`src/tbc_pkg.sv`:
```
// Shared constants and types of the triggered bus capture block
package tbc_pkg;
	localparam int WORD_W      = 16;
	localparam int LANES       = 15;
	localparam int OWN_CLKS    = 10;
	localparam int TIMING_CLKS = 5;
	localparam int VOTE_MIN    = 3;
	localparam int READY_BIT   = 10;
	localparam int DEPTH_DEF   = 8192;
	localparam int DEPTH_MAX   = 65536;
	localparam int RX_DEPTH_DEF = 64;
	// Parameter word order on a load
	localparam logic [1:0] PARAM_SEL   = 2'h0;
	localparam logic [1:0] PARAM_TRIG  = 2'h1;
	localparam logic [1:0] PARAM_COUNT = 2'h2;
	// Host register byte offsets
	localparam logic [11:0] REG_CMD    = 12'h000;
	localparam logic [11:0] REG_SEL    = 12'h004;
	localparam logic [11:0] REG_TRIG   = 12'h008;
	localparam logic [11:0] REG_COUNT  = 12'h00c;
	localparam logic [11:0] REG_BYTES  = 12'h010;
	localparam logic [11:0] REG_CSR    = 12'h014;
	localparam logic [11:0] REG_ISTAT  = 12'h018;
	localparam logic [11:0] REG_IMASK  = 12'h01c;
	localparam logic [11:0] REG_RXBUF  = 12'h100;
	// Command register bits
	localparam int CMD_LOAD  = 0;
	localparam int CMD_START = 1;
	localparam int CMD_RESET = 2;
	localparam int CMD_READ  = 3;
	// Interrupt status bits
	localparam int IRQ_READY  = 0;
	localparam int IRQ_DONE   = 1;
	localparam int IRQ_REFUSE = 2;
	localparam int IRQ_W      = 3;
	localparam logic [1:0] RESP_OKAY   = 2'h0;
	localparam logic [1:0] RESP_SLVERR = 2'h2;
	typedef enum logic [4:0] {
		TBC_IDLE   = 5'h01,
		TBC_SEARCH = 5'h02,
		TBC_STORE  = 5'h04,
		TBC_READY  = 5'h08,
		TBC_UNLOAD = 5'h10
	} tbc_dev_state_type;
	typedef enum logic [2:0] {
		TBC_H_IDLE = 3'h1,
		TBC_H_LOAD = 3'h2,
		TBC_H_DMA  = 3'h4
	} tbc_host_state_type;
endpackage

```
`src/tbc_link_if.sv`:
```
// Link between the capture device and the host end
`timescale 1ns/1ns
interface tbc_link_if;
	logic        start;
	logic        abort;
	logic        param_valid;
	logic [1:0]  param_sel;
	logic [15:0] param_data;
	logic        unload_req;
	logic        xfer_valid;
	logic        xfer_ready;
	logic        xfer_last;
	logic [15:0] xfer_data;
	logic [15:0] csr;
	modport device (
		input  start, abort, param_valid, param_sel, param_data, unload_req, xfer_ready,
		output xfer_valid, xfer_last, xfer_data, csr
	);
	modport host (
		output start, abort, param_valid, param_sel, param_data, unload_req, xfer_ready,
		input  xfer_valid, xfer_last, xfer_data, csr
	);
endinterface

```
`src/tbc_host.sv`:
```
// Host end: AXI4-Lite registers, parameter load and unload DMA
`timescale 1ns/1ns
module tbc_host
	import tbc_pkg::*;
#(
	parameter int RX_DEPTH = RX_DEPTH_DEF
)(
	input  wire logic        aclk,
	input  wire logic        aresetn,
	input  wire logic [11:0] s_axi_awaddr,
	input  wire logic        s_axi_awvalid,
	output logic             s_axi_awready,
	input  wire logic [31:0] s_axi_wdata,
	input  wire logic [3:0]  s_axi_wstrb,
	input  wire logic        s_axi_wvalid,
	output logic             s_axi_wready,
	output logic [1:0]       s_axi_bresp,
	output logic             s_axi_bvalid,
	input  wire logic        s_axi_bready,
	input  wire logic [11:0] s_axi_araddr,
	input  wire logic        s_axi_arvalid,
	output logic             s_axi_arready,
	output logic [31:0]      s_axi_rdata,
	output logic [1:0]       s_axi_rresp,
	output logic             s_axi_rvalid,
	input  wire logic        s_axi_rready,
	output logic             irq,
	tbc_link_if.host         link
);
	if (RX_DEPTH < 1 || RX_DEPTH > 256) begin : g_bad_rx
		$error("tbc_host: RX_DEPTH out of range");
	end

	typedef struct packed {
		tbc_host_state_type              state;
		logic                            awready;
		logic                            wready;
		logic                            bvalid;
		logic [1:0]                      bresp;
		logic [11:0]                     awaddr;
		logic [31:0]                     wdata;
		logic [3:0]                      wstrb;
		logic                            arready;
		logic                            rvalid;
		logic [1:0]                      rresp;
		logic [31:0]                     rdata;
		logic [2:0][15:0]                param;
		logic [15:0]                     bytes;
		logic [IRQ_W-1:0]                istat;
		logic [IRQ_W-1:0]                imask;
		logic                            irq;
		logic [1:0]                      lidx;
		logic                            start;
		logic                            abort;
		logic                            pvalid;
		logic [1:0]                      psel;
		logic [15:0]                     pdata;
		logic                            ureq;
		logic                            xready;
		logic [RX_DEPTH-1:0][15:0]       rx;
		logic [15:0]                     rxn;
		logic                            rdy_prev;
	} tbc_host_type;

	tbc_host_type s;
	tbc_host_type next_s;

	function automatic logic [15:0] merge(input logic [15:0] old, input logic [31:0] d,
		input logic [3:0] st);
		return {st[1] ? d[15:8] : old[15:8], st[0] ? d[7:0] : old[7:0]};
	endfunction

	always_comb begin
		logic [IRQ_W-1:0] ev;
		logic [15:0]      cmd;
		logic [9:0]       ri;
		ev = '0;
		cmd = '0;
		ri = '0;
		next_s = s;
		next_s.start = 1'b0;
		next_s.abort = 1'b0;
		next_s.pvalid = 1'b0;
		next_s.ureq = 1'b0;

		// ************************************************************
		// Write channel
		// ************************************************************
		if (s_axi_awvalid && s.awready) begin
			next_s.awaddr = s_axi_awaddr;
			next_s.awready = 1'b0;
		end
		if (s_axi_wvalid && s.wready) begin
			next_s.wdata = s_axi_wdata;
			next_s.wstrb = s_axi_wstrb;
			next_s.wready = 1'b0;
		end
		if (s.bvalid && s_axi_bready) begin
			next_s.bvalid = 1'b0;
			next_s.awready = 1'b1;
			next_s.wready = 1'b1;
		end
		if (!s.awready && !s.wready && !s.bvalid) begin
			next_s.bvalid = 1'b1;
			next_s.bresp = RESP_OKAY;
			case (s.awaddr)
				REG_CMD: begin
					cmd = merge(16'h0000, s.wdata, s.wstrb);
				end
				REG_SEL: begin
					next_s.param[0] = merge(s.param[0], s.wdata, s.wstrb);
				end
				REG_TRIG: begin
					next_s.param[1] = merge(s.param[1], s.wdata, s.wstrb);
				end
				REG_COUNT: begin
					next_s.param[2] = merge(s.param[2], s.wdata, s.wstrb);
				end
				REG_BYTES: begin
					next_s.bytes = merge(s.bytes, s.wdata, s.wstrb);
				end
				REG_ISTAT: begin
					next_s.istat = s.istat & ~(s.wdata[IRQ_W-1:0] & {IRQ_W{s.wstrb[0]}});
				end
				REG_IMASK: begin
					if (s.wstrb[0]) begin
						next_s.imask = s.wdata[IRQ_W-1:0];
					end
				end
				default: begin
					next_s.bresp = RESP_SLVERR;
				end
			endcase
		end

		// ************************************************************
		// Read channel
		// ************************************************************
		if (s.rvalid && s_axi_rready) begin
			next_s.rvalid = 1'b0;
			next_s.arready = 1'b1;
		end
		if (s_axi_arvalid && s.arready) begin
			next_s.arready = 1'b0;
			next_s.rvalid = 1'b1;
			next_s.rresp = RESP_OKAY;
			next_s.rdata = '0;
			ri = s_axi_araddr[11:2] - REG_RXBUF[11:2];
			case (s_axi_araddr)
				REG_CMD: begin
					next_s.rdata = '0;
				end
				REG_SEL: begin
					next_s.rdata[15:0] = s.param[0];
				end
				REG_TRIG: begin
					next_s.rdata[15:0] = s.param[1];
				end
				REG_COUNT: begin
					next_s.rdata[15:0] = s.param[2];
				end
				REG_BYTES: begin
					next_s.rdata[15:0] = s.bytes;
				end
				REG_CSR: begin
					next_s.rdata[15:0] = link.csr;
				end
				REG_ISTAT: begin
					next_s.rdata[IRQ_W-1:0] = s.istat;
				end
				REG_IMASK: begin
					next_s.rdata[IRQ_W-1:0] = s.imask;
				end
				default: begin
					if (s_axi_araddr >= REG_RXBUF && s_axi_araddr[1:0] == 2'h0 &&
						int'(ri) < RX_DEPTH) begin
						next_s.rdata[15:0] = s.rx[ri];
					end else begin
						next_s.rresp = RESP_SLVERR;
					end
				end
			endcase
		end

		// ************************************************************
		// Command sequencing
		// ************************************************************
		case (s.state)
			TBC_H_LOAD: begin
				next_s.pvalid = 1'b1;
				next_s.psel = s.lidx;
				next_s.pdata = s.param[s.lidx];
				next_s.lidx = s.lidx + 2'h1;
				if (s.lidx == PARAM_COUNT) begin
					next_s.state = TBC_H_IDLE;
				end
			end
			TBC_H_DMA: begin
				if (link.xfer_valid && s.xready) begin
					if (int'(s.rxn) < RX_DEPTH) begin
						next_s.rx[s.rxn[7:0]] = link.xfer_data;
					end
					next_s.rxn = s.rxn + 16'h0001;
					if (link.xfer_last) begin
						next_s.xready = 1'b0;
						next_s.state = TBC_H_IDLE;
						ev[IRQ_DONE] = 1'b1;
					end
				end
			end
			TBC_H_IDLE: begin
				if (cmd[CMD_LOAD]) begin
					next_s.state = TBC_H_LOAD;
					next_s.lidx = PARAM_SEL;
				end else if (cmd[CMD_READ]) begin
					if (!link.csr[READY_BIT] || s.bytes < {s.param[2][14:0], 1'b0} ||
						int'(s.param[2]) > RX_DEPTH) begin
						ev[IRQ_REFUSE] = 1'b1;
					end else if (s.param[2] == 16'h0000) begin
						ev[IRQ_DONE] = 1'b1;
					end else begin
						next_s.ureq = 1'b1;
						next_s.xready = 1'b1;
						next_s.rxn = '0;
						next_s.state = TBC_H_DMA;
					end
				end
			end
			default: begin
				next_s.state = TBC_H_IDLE;
			end
		endcase
		if (cmd[CMD_START]) begin
			next_s.start = 1'b1;
		end
		if (cmd[CMD_RESET]) begin
			next_s.abort = 1'b1;
			next_s.xready = 1'b0;
			next_s.state = TBC_H_IDLE;
		end

		// ************************************************************
		// Interrupts
		// ************************************************************
		next_s.rdy_prev = link.csr[READY_BIT];
		ev[IRQ_READY] = link.csr[READY_BIT] & ~s.rdy_prev;
		next_s.istat = next_s.istat | ev;
		next_s.irq = |(next_s.istat & next_s.imask);
	end

	always_ff @(posedge aclk) begin
		if (!aresetn) begin
			s <= '0;
			s.state <= TBC_H_IDLE;
			s.awready <= 1'b1;
			s.wready <= 1'b1;
			s.arready <= 1'b1;
		end else begin
			s <= next_s;
		end
	end

	assign s_axi_awready    = s.awready;
	assign s_axi_wready     = s.wready;
	assign s_axi_bvalid     = s.bvalid;
	assign s_axi_bresp      = s.bresp;
	assign s_axi_arready    = s.arready;
	assign s_axi_rvalid     = s.rvalid;
	assign s_axi_rresp      = s.rresp;
	assign s_axi_rdata      = s.rdata;
	assign irq              = s.irq;
	assign link.start       = s.start;
	assign link.abort       = s.abort;
	assign link.param_valid = s.pvalid;
	assign link.param_sel   = s.psel;
	assign link.param_data  = s.pdata;
	assign link.unload_req  = s.ureq;
	assign link.xfer_ready  = s.xready;
endmodule

```
`src/flat_wrapper.sv`:
```
// flat-port wrapper written by rule: the top's interface ports become plain ports
module tbc_host_flat import tbc_pkg::*;
#(
	parameter int RX_DEPTH = RX_DEPTH_DEF
)
  (aclk, aresetn, s_axi_awaddr, s_axi_awvalid, s_axi_awready, s_axi_wdata, s_axi_wstrb, s_axi_wvalid, s_axi_wready, s_axi_bresp, s_axi_bvalid, s_axi_bready, s_axi_araddr, s_axi_arvalid, s_axi_arready, s_axi_rdata, s_axi_rresp, s_axi_rvalid, s_axi_rready, irq, link_start, link_abort, link_param_valid, link_param_sel, link_param_data, link_unload_req, link_xfer_ready, link_xfer_valid, link_xfer_last, link_xfer_data, link_csr);
  tbc_link_if link_i ();
  input  wire logic aclk;
  input  wire logic aresetn;
  input  wire logic [11:0] s_axi_awaddr;
  input  wire logic s_axi_awvalid;
  output logic s_axi_awready;
  input  wire logic [31:0] s_axi_wdata;
  input  wire logic [3:0] s_axi_wstrb;
  input  wire logic s_axi_wvalid;
  output logic s_axi_wready;
  output logic [1:0] s_axi_bresp;
  output logic s_axi_bvalid;
  input  wire logic s_axi_bready;
  input  wire logic [11:0] s_axi_araddr;
  input  wire logic s_axi_arvalid;
  output logic s_axi_arready;
  output logic [31:0] s_axi_rdata;
  output logic [1:0] s_axi_rresp;
  output logic s_axi_rvalid;
  input  wire logic s_axi_rready;
  output logic irq;
  output wire logic [$bits(link_i.start)-1:0] link_start;
  output wire logic [$bits(link_i.abort)-1:0] link_abort;
  output wire logic [$bits(link_i.param_valid)-1:0] link_param_valid;
  output wire logic [$bits(link_i.param_sel)-1:0] link_param_sel;
  output wire logic [$bits(link_i.param_data)-1:0] link_param_data;
  output wire logic [$bits(link_i.unload_req)-1:0] link_unload_req;
  output wire logic [$bits(link_i.xfer_ready)-1:0] link_xfer_ready;
  input wire logic [$bits(link_i.xfer_valid)-1:0] link_xfer_valid;
  input wire logic [$bits(link_i.xfer_last)-1:0] link_xfer_last;
  input wire logic [$bits(link_i.xfer_data)-1:0] link_xfer_data;
  input wire logic [$bits(link_i.csr)-1:0] link_csr;
  assign link_start = link_i.start;
  assign link_abort = link_i.abort;
  assign link_param_valid = link_i.param_valid;
  assign link_param_sel = link_i.param_sel;
  assign link_param_data = link_i.param_data;
  assign link_unload_req = link_i.unload_req;
  assign link_xfer_ready = link_i.xfer_ready;
  assign link_i.xfer_valid = link_xfer_valid;
  assign link_i.xfer_last = link_xfer_last;
  assign link_i.xfer_data = link_xfer_data;
  assign link_i.csr = link_csr;
  tbc_host #(.RX_DEPTH(RX_DEPTH)) u_core (.aclk(aclk), .aresetn(aresetn), .s_axi_awaddr(s_axi_awaddr), .s_axi_awvalid(s_axi_awvalid), .s_axi_awready(s_axi_awready), .s_axi_wdata(s_axi_wdata), .s_axi_wstrb(s_axi_wstrb), .s_axi_wvalid(s_axi_wvalid), .s_axi_wready(s_axi_wready), .s_axi_bresp(s_axi_bresp), .s_axi_bvalid(s_axi_bvalid), .s_axi_bready(s_axi_bready), .s_axi_araddr(s_axi_araddr), .s_axi_arvalid(s_axi_arvalid), .s_axi_arready(s_axi_arready), .s_axi_rdata(s_axi_rdata), .s_axi_rresp(s_axi_rresp), .s_axi_rvalid(s_axi_rvalid), .s_axi_rready(s_axi_rready), .irq(irq), .link(link_i));
endmodule
```
`config.mk`:
```
export PLATFORM = sky130hd
export DESIGN_NAME = tbc_host_flat
export DESIGN_NICKNAME = d
export VERILOG_FILES = /design/src/tbc_pkg.sv /design/src/tbc_link_if.sv /design/src/tbc_host.sv /design/src/flat_wrapper.sv
export SDC_FILE = /design/constraint.sdc
export NUM_CORES = 2
export LEC_CHECK = 0
export ABC_AREA = 1
export ABC_CLOCK_PERIOD_IN_PS = 4100
export BUFFER_PORTS_ARGS = -buffer_cell sky130_fd_sc_hd__buf_2
export CAP_MARGIN = 10
export CELL_PAD_IN_SITES_DETAIL_PLACEMENT = 0
export CELL_PAD_IN_SITES_GLOBAL_PLACEMENT = 2
export CORE_ASPECT_RATIO = 0.8
export CORE_MARGIN = 1.5
export CORE_UTILIZATION = 40
export CTS_BUF_LIST = sky130_fd_sc_hd__clkbuf_2 sky130_fd_sc_hd__clkbuf_4 sky130_fd_sc_hd__clkbuf_8
export CTS_CLUSTER_SIZE = 10
export DETAILED_ROUTE_END_ITERATION = 12
export PLACE_DENSITY = 0.93
export REMOVE_ABC_BUFFERS = 1
export SLEW_MARGIN = 10
export SYNTH_ARGS = -nofsm -noshare
export SYNTH_HDL_FRONTEND = slang
export SYNTH_SLANG_ARGS = --single-unit
export TNS_END_PERCENT = 5
```
`constraint.sdc`:
```
create_clock -name aclk -period 4.1 [get_ports aclk]
set_input_delay 0.205 -clock aclk [delete_from_list [all_inputs] [get_ports aclk]]
set_output_delay 0.205 -clock aclk [all_outputs]
set_load 0.01 [all_outputs]
```
### Word-level counts from Yosys, hierarchy flattened

Cells that the tools add are included.

| storage, ports and cells | value |
|---|---|
| output and inout bits | 65 |
| flip-flop bits (word level) | 1195 |
| bits in writable memories | 0 |
| logic and storage cells | 251 |
| input bits | 101 |
| memories kept | 0 |
| memory bits (read-only) | 0 |
| latch bits | 0 |

| cells by class | value |
|---|---|
| bitwise logic cells | 10 |
| divide/modulo/power cells | 0 |
| reductions and logical operators | 45 |
| $add $sub $neg | 3 |
| muxes and demuxes | 59 |
| magnitude comparators | 9 |
| multiply operators | 0 |
| equality and inequality tests | 28 |
| shift operators | 0 |

Operator list:

| operator | number |
|---|---|
| two-way mux 1041 bit | 1 |
| bitwise mux 1024 bit | 1 |
| two-way mux 1024 bit | 1 |
| two-way mux 16 bit | 8 |
| binary-select mux 16 bit (select 6 bit) | 1 |
| demux 16 bit (select 6 bit) | 1 |
| == test 12 x 5 -> 1 bit (second input constant) | 7 |
| case mux 13 bit (6 select lines) | 1 |
| == test 12 x 4 -> 1 bit (second input constant) | 4 |
| two-way mux 36 bit | 1 |
| two-way mux 3 bit | 11 |
| binary-select mux 16 bit (select 2 bit) | 1 |
| case mux 16 bit (2 select lines) | 1 |
| AND reduction 3 bit | 9 |
| == test 12 x 3 -> 1 bit (second input constant) | 2 |
| logical NOT 12 bit | 2 |
| case mux 3 bit (8 select lines) | 1 |
| less-than comparator 10 x 7 -> 1 bit (second input constant) | 2 |
| two-way mux 19 bit | 1 |
| adder 16 x 1 -> 16 bit (second input constant) | 1 |
| > comparator 16 x 7 -> 1 bit (second input constant) | 1 |
| logical NOT 16 bit | 1 |
| less-than comparator 16 bit | 1 |
| less-than comparator 16 x 7 -> 1 bit (second input constant) | 1 |
| 39 further kinds | 93 |

### Longest topological paths before layout

| depth | value |
|---|---|
| depth in word-level cells | 10 |
| mapped depth | 16 |
| mapped depth without buffers | 14 |

### Worst setup path after synthesis

OpenSTA, ideal clock, no wires.

| path | value |
|---|---|
| path type | register to register |
| from | register u_core.s[1135] in the netlist's numbering |
| to | register u_core.s[12] in the netlist's numbering |
| cell stages (with the launch flop) | 14 |
| arrival time | 1.957 ns |
| path slack | 2.073 ns |
| period minus slack after synthesis | 2.027 ns |
| data required time | 4.029 ns |
| library setup time | 0.071 ns |
| path through | dfxtp_1 inv_1 ha_1 nand2_1 nor2_1 nand3_1 nor2_1 nor2_1 nand2_1 nand2_1 nand2_1 clkbuf_1 nand4_1 a21oi_1 |

| on the way | value |
|---|---|
| longest elaborated chain between the ends | 5 |
| elaborated cells between the ends (all ways) | 8 |

RTL lines:

| what | line | RTL |
|---|---|---|
| start: declaration | tbc_host.sv:65 | `tbc_host_type s;` |
| start signal: assignment | tbc_host.sv:259 | `s <= next_s;` |
| less-than comparator 16 bit | tbc_host.sv:216 | `if (!link.csr[READY_BIT] \|\| s.bytes < {s.param[2][14:0], 1'b0} \|\|` |
| logical OR 1 bit (2 in series) | tbc_host.sv:216 |  |
| != test 2 bit (no source line) | n/a |  |
| AND reduction 6 bit (no source line) (*) | n/a |  |

Mark *: on every way between the ends. The rest lies on a longest branch, timed or not.
A chain may end at the register's enable or synchronous reset.

==> flow_metrics.env <==
export IMPL_wl_per_cell_um=20.67
export IMPL_critical_path_cell_chain="nor2_4 > nand3_1 > nor2_1 > nand2_2 > buf_4 > nor2_4 > nand2_1 > o21ai_0 > nor2_1"
export IMPL_synth_most_common_cell="nor2_1"
export IMPL_ys_top_cells_by_count="nor2_1, dfxtp_1, nand2_1, a21oi_1, o21ai_0"
export IMPL_clkLatencyLatePin_ns=0.98
export IMPL_synth_area_leader_cell="dfxtp_1"
export IMPL_ctsHtreeMaxLevel=4
export IMPL_ys_seq_area_share_pct=44.11
export IMPL_grt_max_degree=202
export IMPL_die_area_um2=137600
export IMPL_vias=52110
export IMPL_drive_gt1_share_pct=9.484
export IMPL_irDropWorstVdd_mv=0.3912
export IMPL_synth_edf_count=0
export IMPL_gp_congestion=0.8994
export IMPL_drt_drc_violations_left=0
export IMPL_dp_hpwl_um=122200
export IMPL_numCtsBuffers=197
export IMPL_worstSetupStartpointType="flop"
export IMPL_tritoncts="done"
export IMPL_clock_sinks=1193
export IMPL_multi_input_area_um2=25150
export IMPL_dpl_cell_area_um2=55920
export IMPL_max_slew_margin_rel_pct=16.57
export IMPL_cap_violations=0
export IMPL_cts_buffer_depth=3
export IMPL_top_usage_layer="met2"
export IMPL_drt_total_wl_um=201000
export IMPL_crit_type="flop to flop"
export IMPL_fmax_mhz=292.1
export IMPL_path_max_fanout=22
export IMPL_cts_resized=0
export IMPL_grt_overflow=0
export IMPL_synthTopCellsByArea="dfxtp_1, nor2_1, a21oi_1, o21ai_0, nand2_1"
export IMPL_fill_cells=13870
export IMPL_io_pins=166
export IMPL_p_leak_nw=24.41
export IMPL_syn_inst=7865
export IMPL_track_usage_pct=28.29
export IMPL_fp_row_count=120
export IMPL_ys_types=46
export IMPL_firstDrtPassIters=6
export IMPL_hold_path_class="input pin to flop"
export IMPL_ys_ff_latch=1193
export IMPL_met1_usage_pct=40.82
export IMPL_setup_viol=0
export IMPL_slowest_delay_ns=0.77
export IMPL_timing_final_crit_share_pct=83.50
export IMPL_vias_per_cell=5.359
export IMPL_synth_top_area_share_pct=44.11
export IMPL_hold_violations=0
export IMPL_cts_hold_buffers=102
export IMPL_die_w_um=414.3
export IMPL_synthFlopType="dfxtp_1"
export IMPL_worst_slew_pin_slew_ns=1.251
export IMPL_powerDensity_nw_per_um2=412.0
export IMPL_post_cts_setup_buffers=0
export IMPL_cp_end_kind="flop"
export IMPL_critPathSlowestCell="nand2_1"
export IMPL_clkTransAtPathRegs_ns=0.06
export IMPL_min_period_ns=3.424
export IMPL_cp_arrival_ns=4.26
export IMPL_clock_root_buffer="clkbuf_8"
export IMPL_fin_worst_skew_ns=0.03879
export IMPL_reg2regPathDepth=9
export IMPL_grt_use_met2_pct=42.80
export IMPL_grt_first_pass_wirelength_um=301500
export IMPL_nNetsFinal=7908
export IMPL_drtIter0Drc=5616
export IMPL_port_buffers=129
export IMPL_syn_avg_cell_area_um2=6.883
export IMPL_syn_area_um2=54140
export IMPL_core_area_um2=134100
export IMPL_synthArstFlopShare_pct=0
export IMPL_met3_usage_pct=4.815
export IMPL_grt_pass1_vias=47950
export IMPL_yosysWarningCount=0
export IMPL_antenna_found_initial=8
export IMPL_finalMaxSlewViolations=0
export IMPL_initial_core_util_pct=40.38
export IMPL_hold_depth=4
export IMPL_die_h_um=332.1
export IMPL_seq_area_um2=23880
export IMPL_rsz0062_at_grt="no"
export IMPL_final_area_um2=61240
export IMPL_syn_to_final_growth_pct=13.11
export IMPL_antenna_left=0
export IMPL_finalPower_mw=25.23
export IMPL_cp_required_ns=4.94
export IMPL_status="finished, final reports clean"
## kinds of logic after synthesis
logic type,count (synthesis),synth area share [%]
simple gates,2954,22.06
compound gates,2371,23.52
buf+inv,1329,9.903
flops,1193,44.11
fa+ha+maj,16,0.3698
mux,1,0.01849
other cells,1,0.006927
## critical path, delay by kind of cell, from the launching register on
family	cells	cell delay, ns
simple gates	7	2.11
compound gates	1	0.46
flops	1	0.37
buf+inv	1	0.33
## layer usage
metal  vias to the layer above  wire length, um
met5                         -               12
met2                      1795            86080
met4                         2             5273
li1                      25640                -
met1                     24370            95060
met3                       312            14560
## where the power goes
part	switching (mW)	internal [mW]	total, mW
clock	5.16	6.24	11.4
sequential	0.0435	11.6	11.7
combinational	1.57	0.583	2.15
total	6.77	18.5	25.2
## stage by stage
stage          hold WS, ns  TNS, ns  worst slack [ns]  util (%)  std cells
6_report           0.02775        0            0.6764     45.67       9724
5_1_grt            0.03412        0            0.3821     45.67       9721
4_1_cts           0.001073        0            0.7568     45.66       9719
3_5_place_dp        0.4370        0            0.7805     41.71       9259
3_3_place_gp        0.4331        0            0.8027     41.71       9259
2_1_floorplan       0.2739   -70.03            -1.312         -       7174
## final cells by class
cell class | count | area share, %
clock buffers | 329 | 6.638
well taps | 1769 | 3.614
diodes | 5 | 0.02043
multi-input cells | 5360 | 41.07
repair buffers | 418 | 5.478
clock inverters | 29 | 0.3474
flip-flops and latches | 1193 | 39.00
inverters | 621 | 3.831
## placed cells by master (no fill, tap or decap), types with 18 or more instances in the layout
master         count
nor2_1          1376
buf_2            126
clkbuf_4          74
nor2_4            26
dlygate4sd3_1    102
nand4_1           51
a211oi_1         260
o22ai_1           45
o21ai_1           24
nand3_1          250
o21ai_0          987
o221ai_1          27
clkbuf_8         256
buf_12            21
conb_1            18
a21oi_1         1007
dfxtp_1         1193
buf_4            167
nand2_1         1171
inv_1            607
## path summary, 6_finish.rpt
path	startpoint	to	slack [ns]
hold / removal	link_xfer_data[8]	flop	0.03
setup / recovery	u_core.s[7]$_SDFFE_PN0P_	flop	0.68
hold reg to reg	flop	flop	0.45
setup reg to reg	u_core.s[7]$_SDFFE_PN0P_	flop	0.68
(Power assumes the default switching activity.)
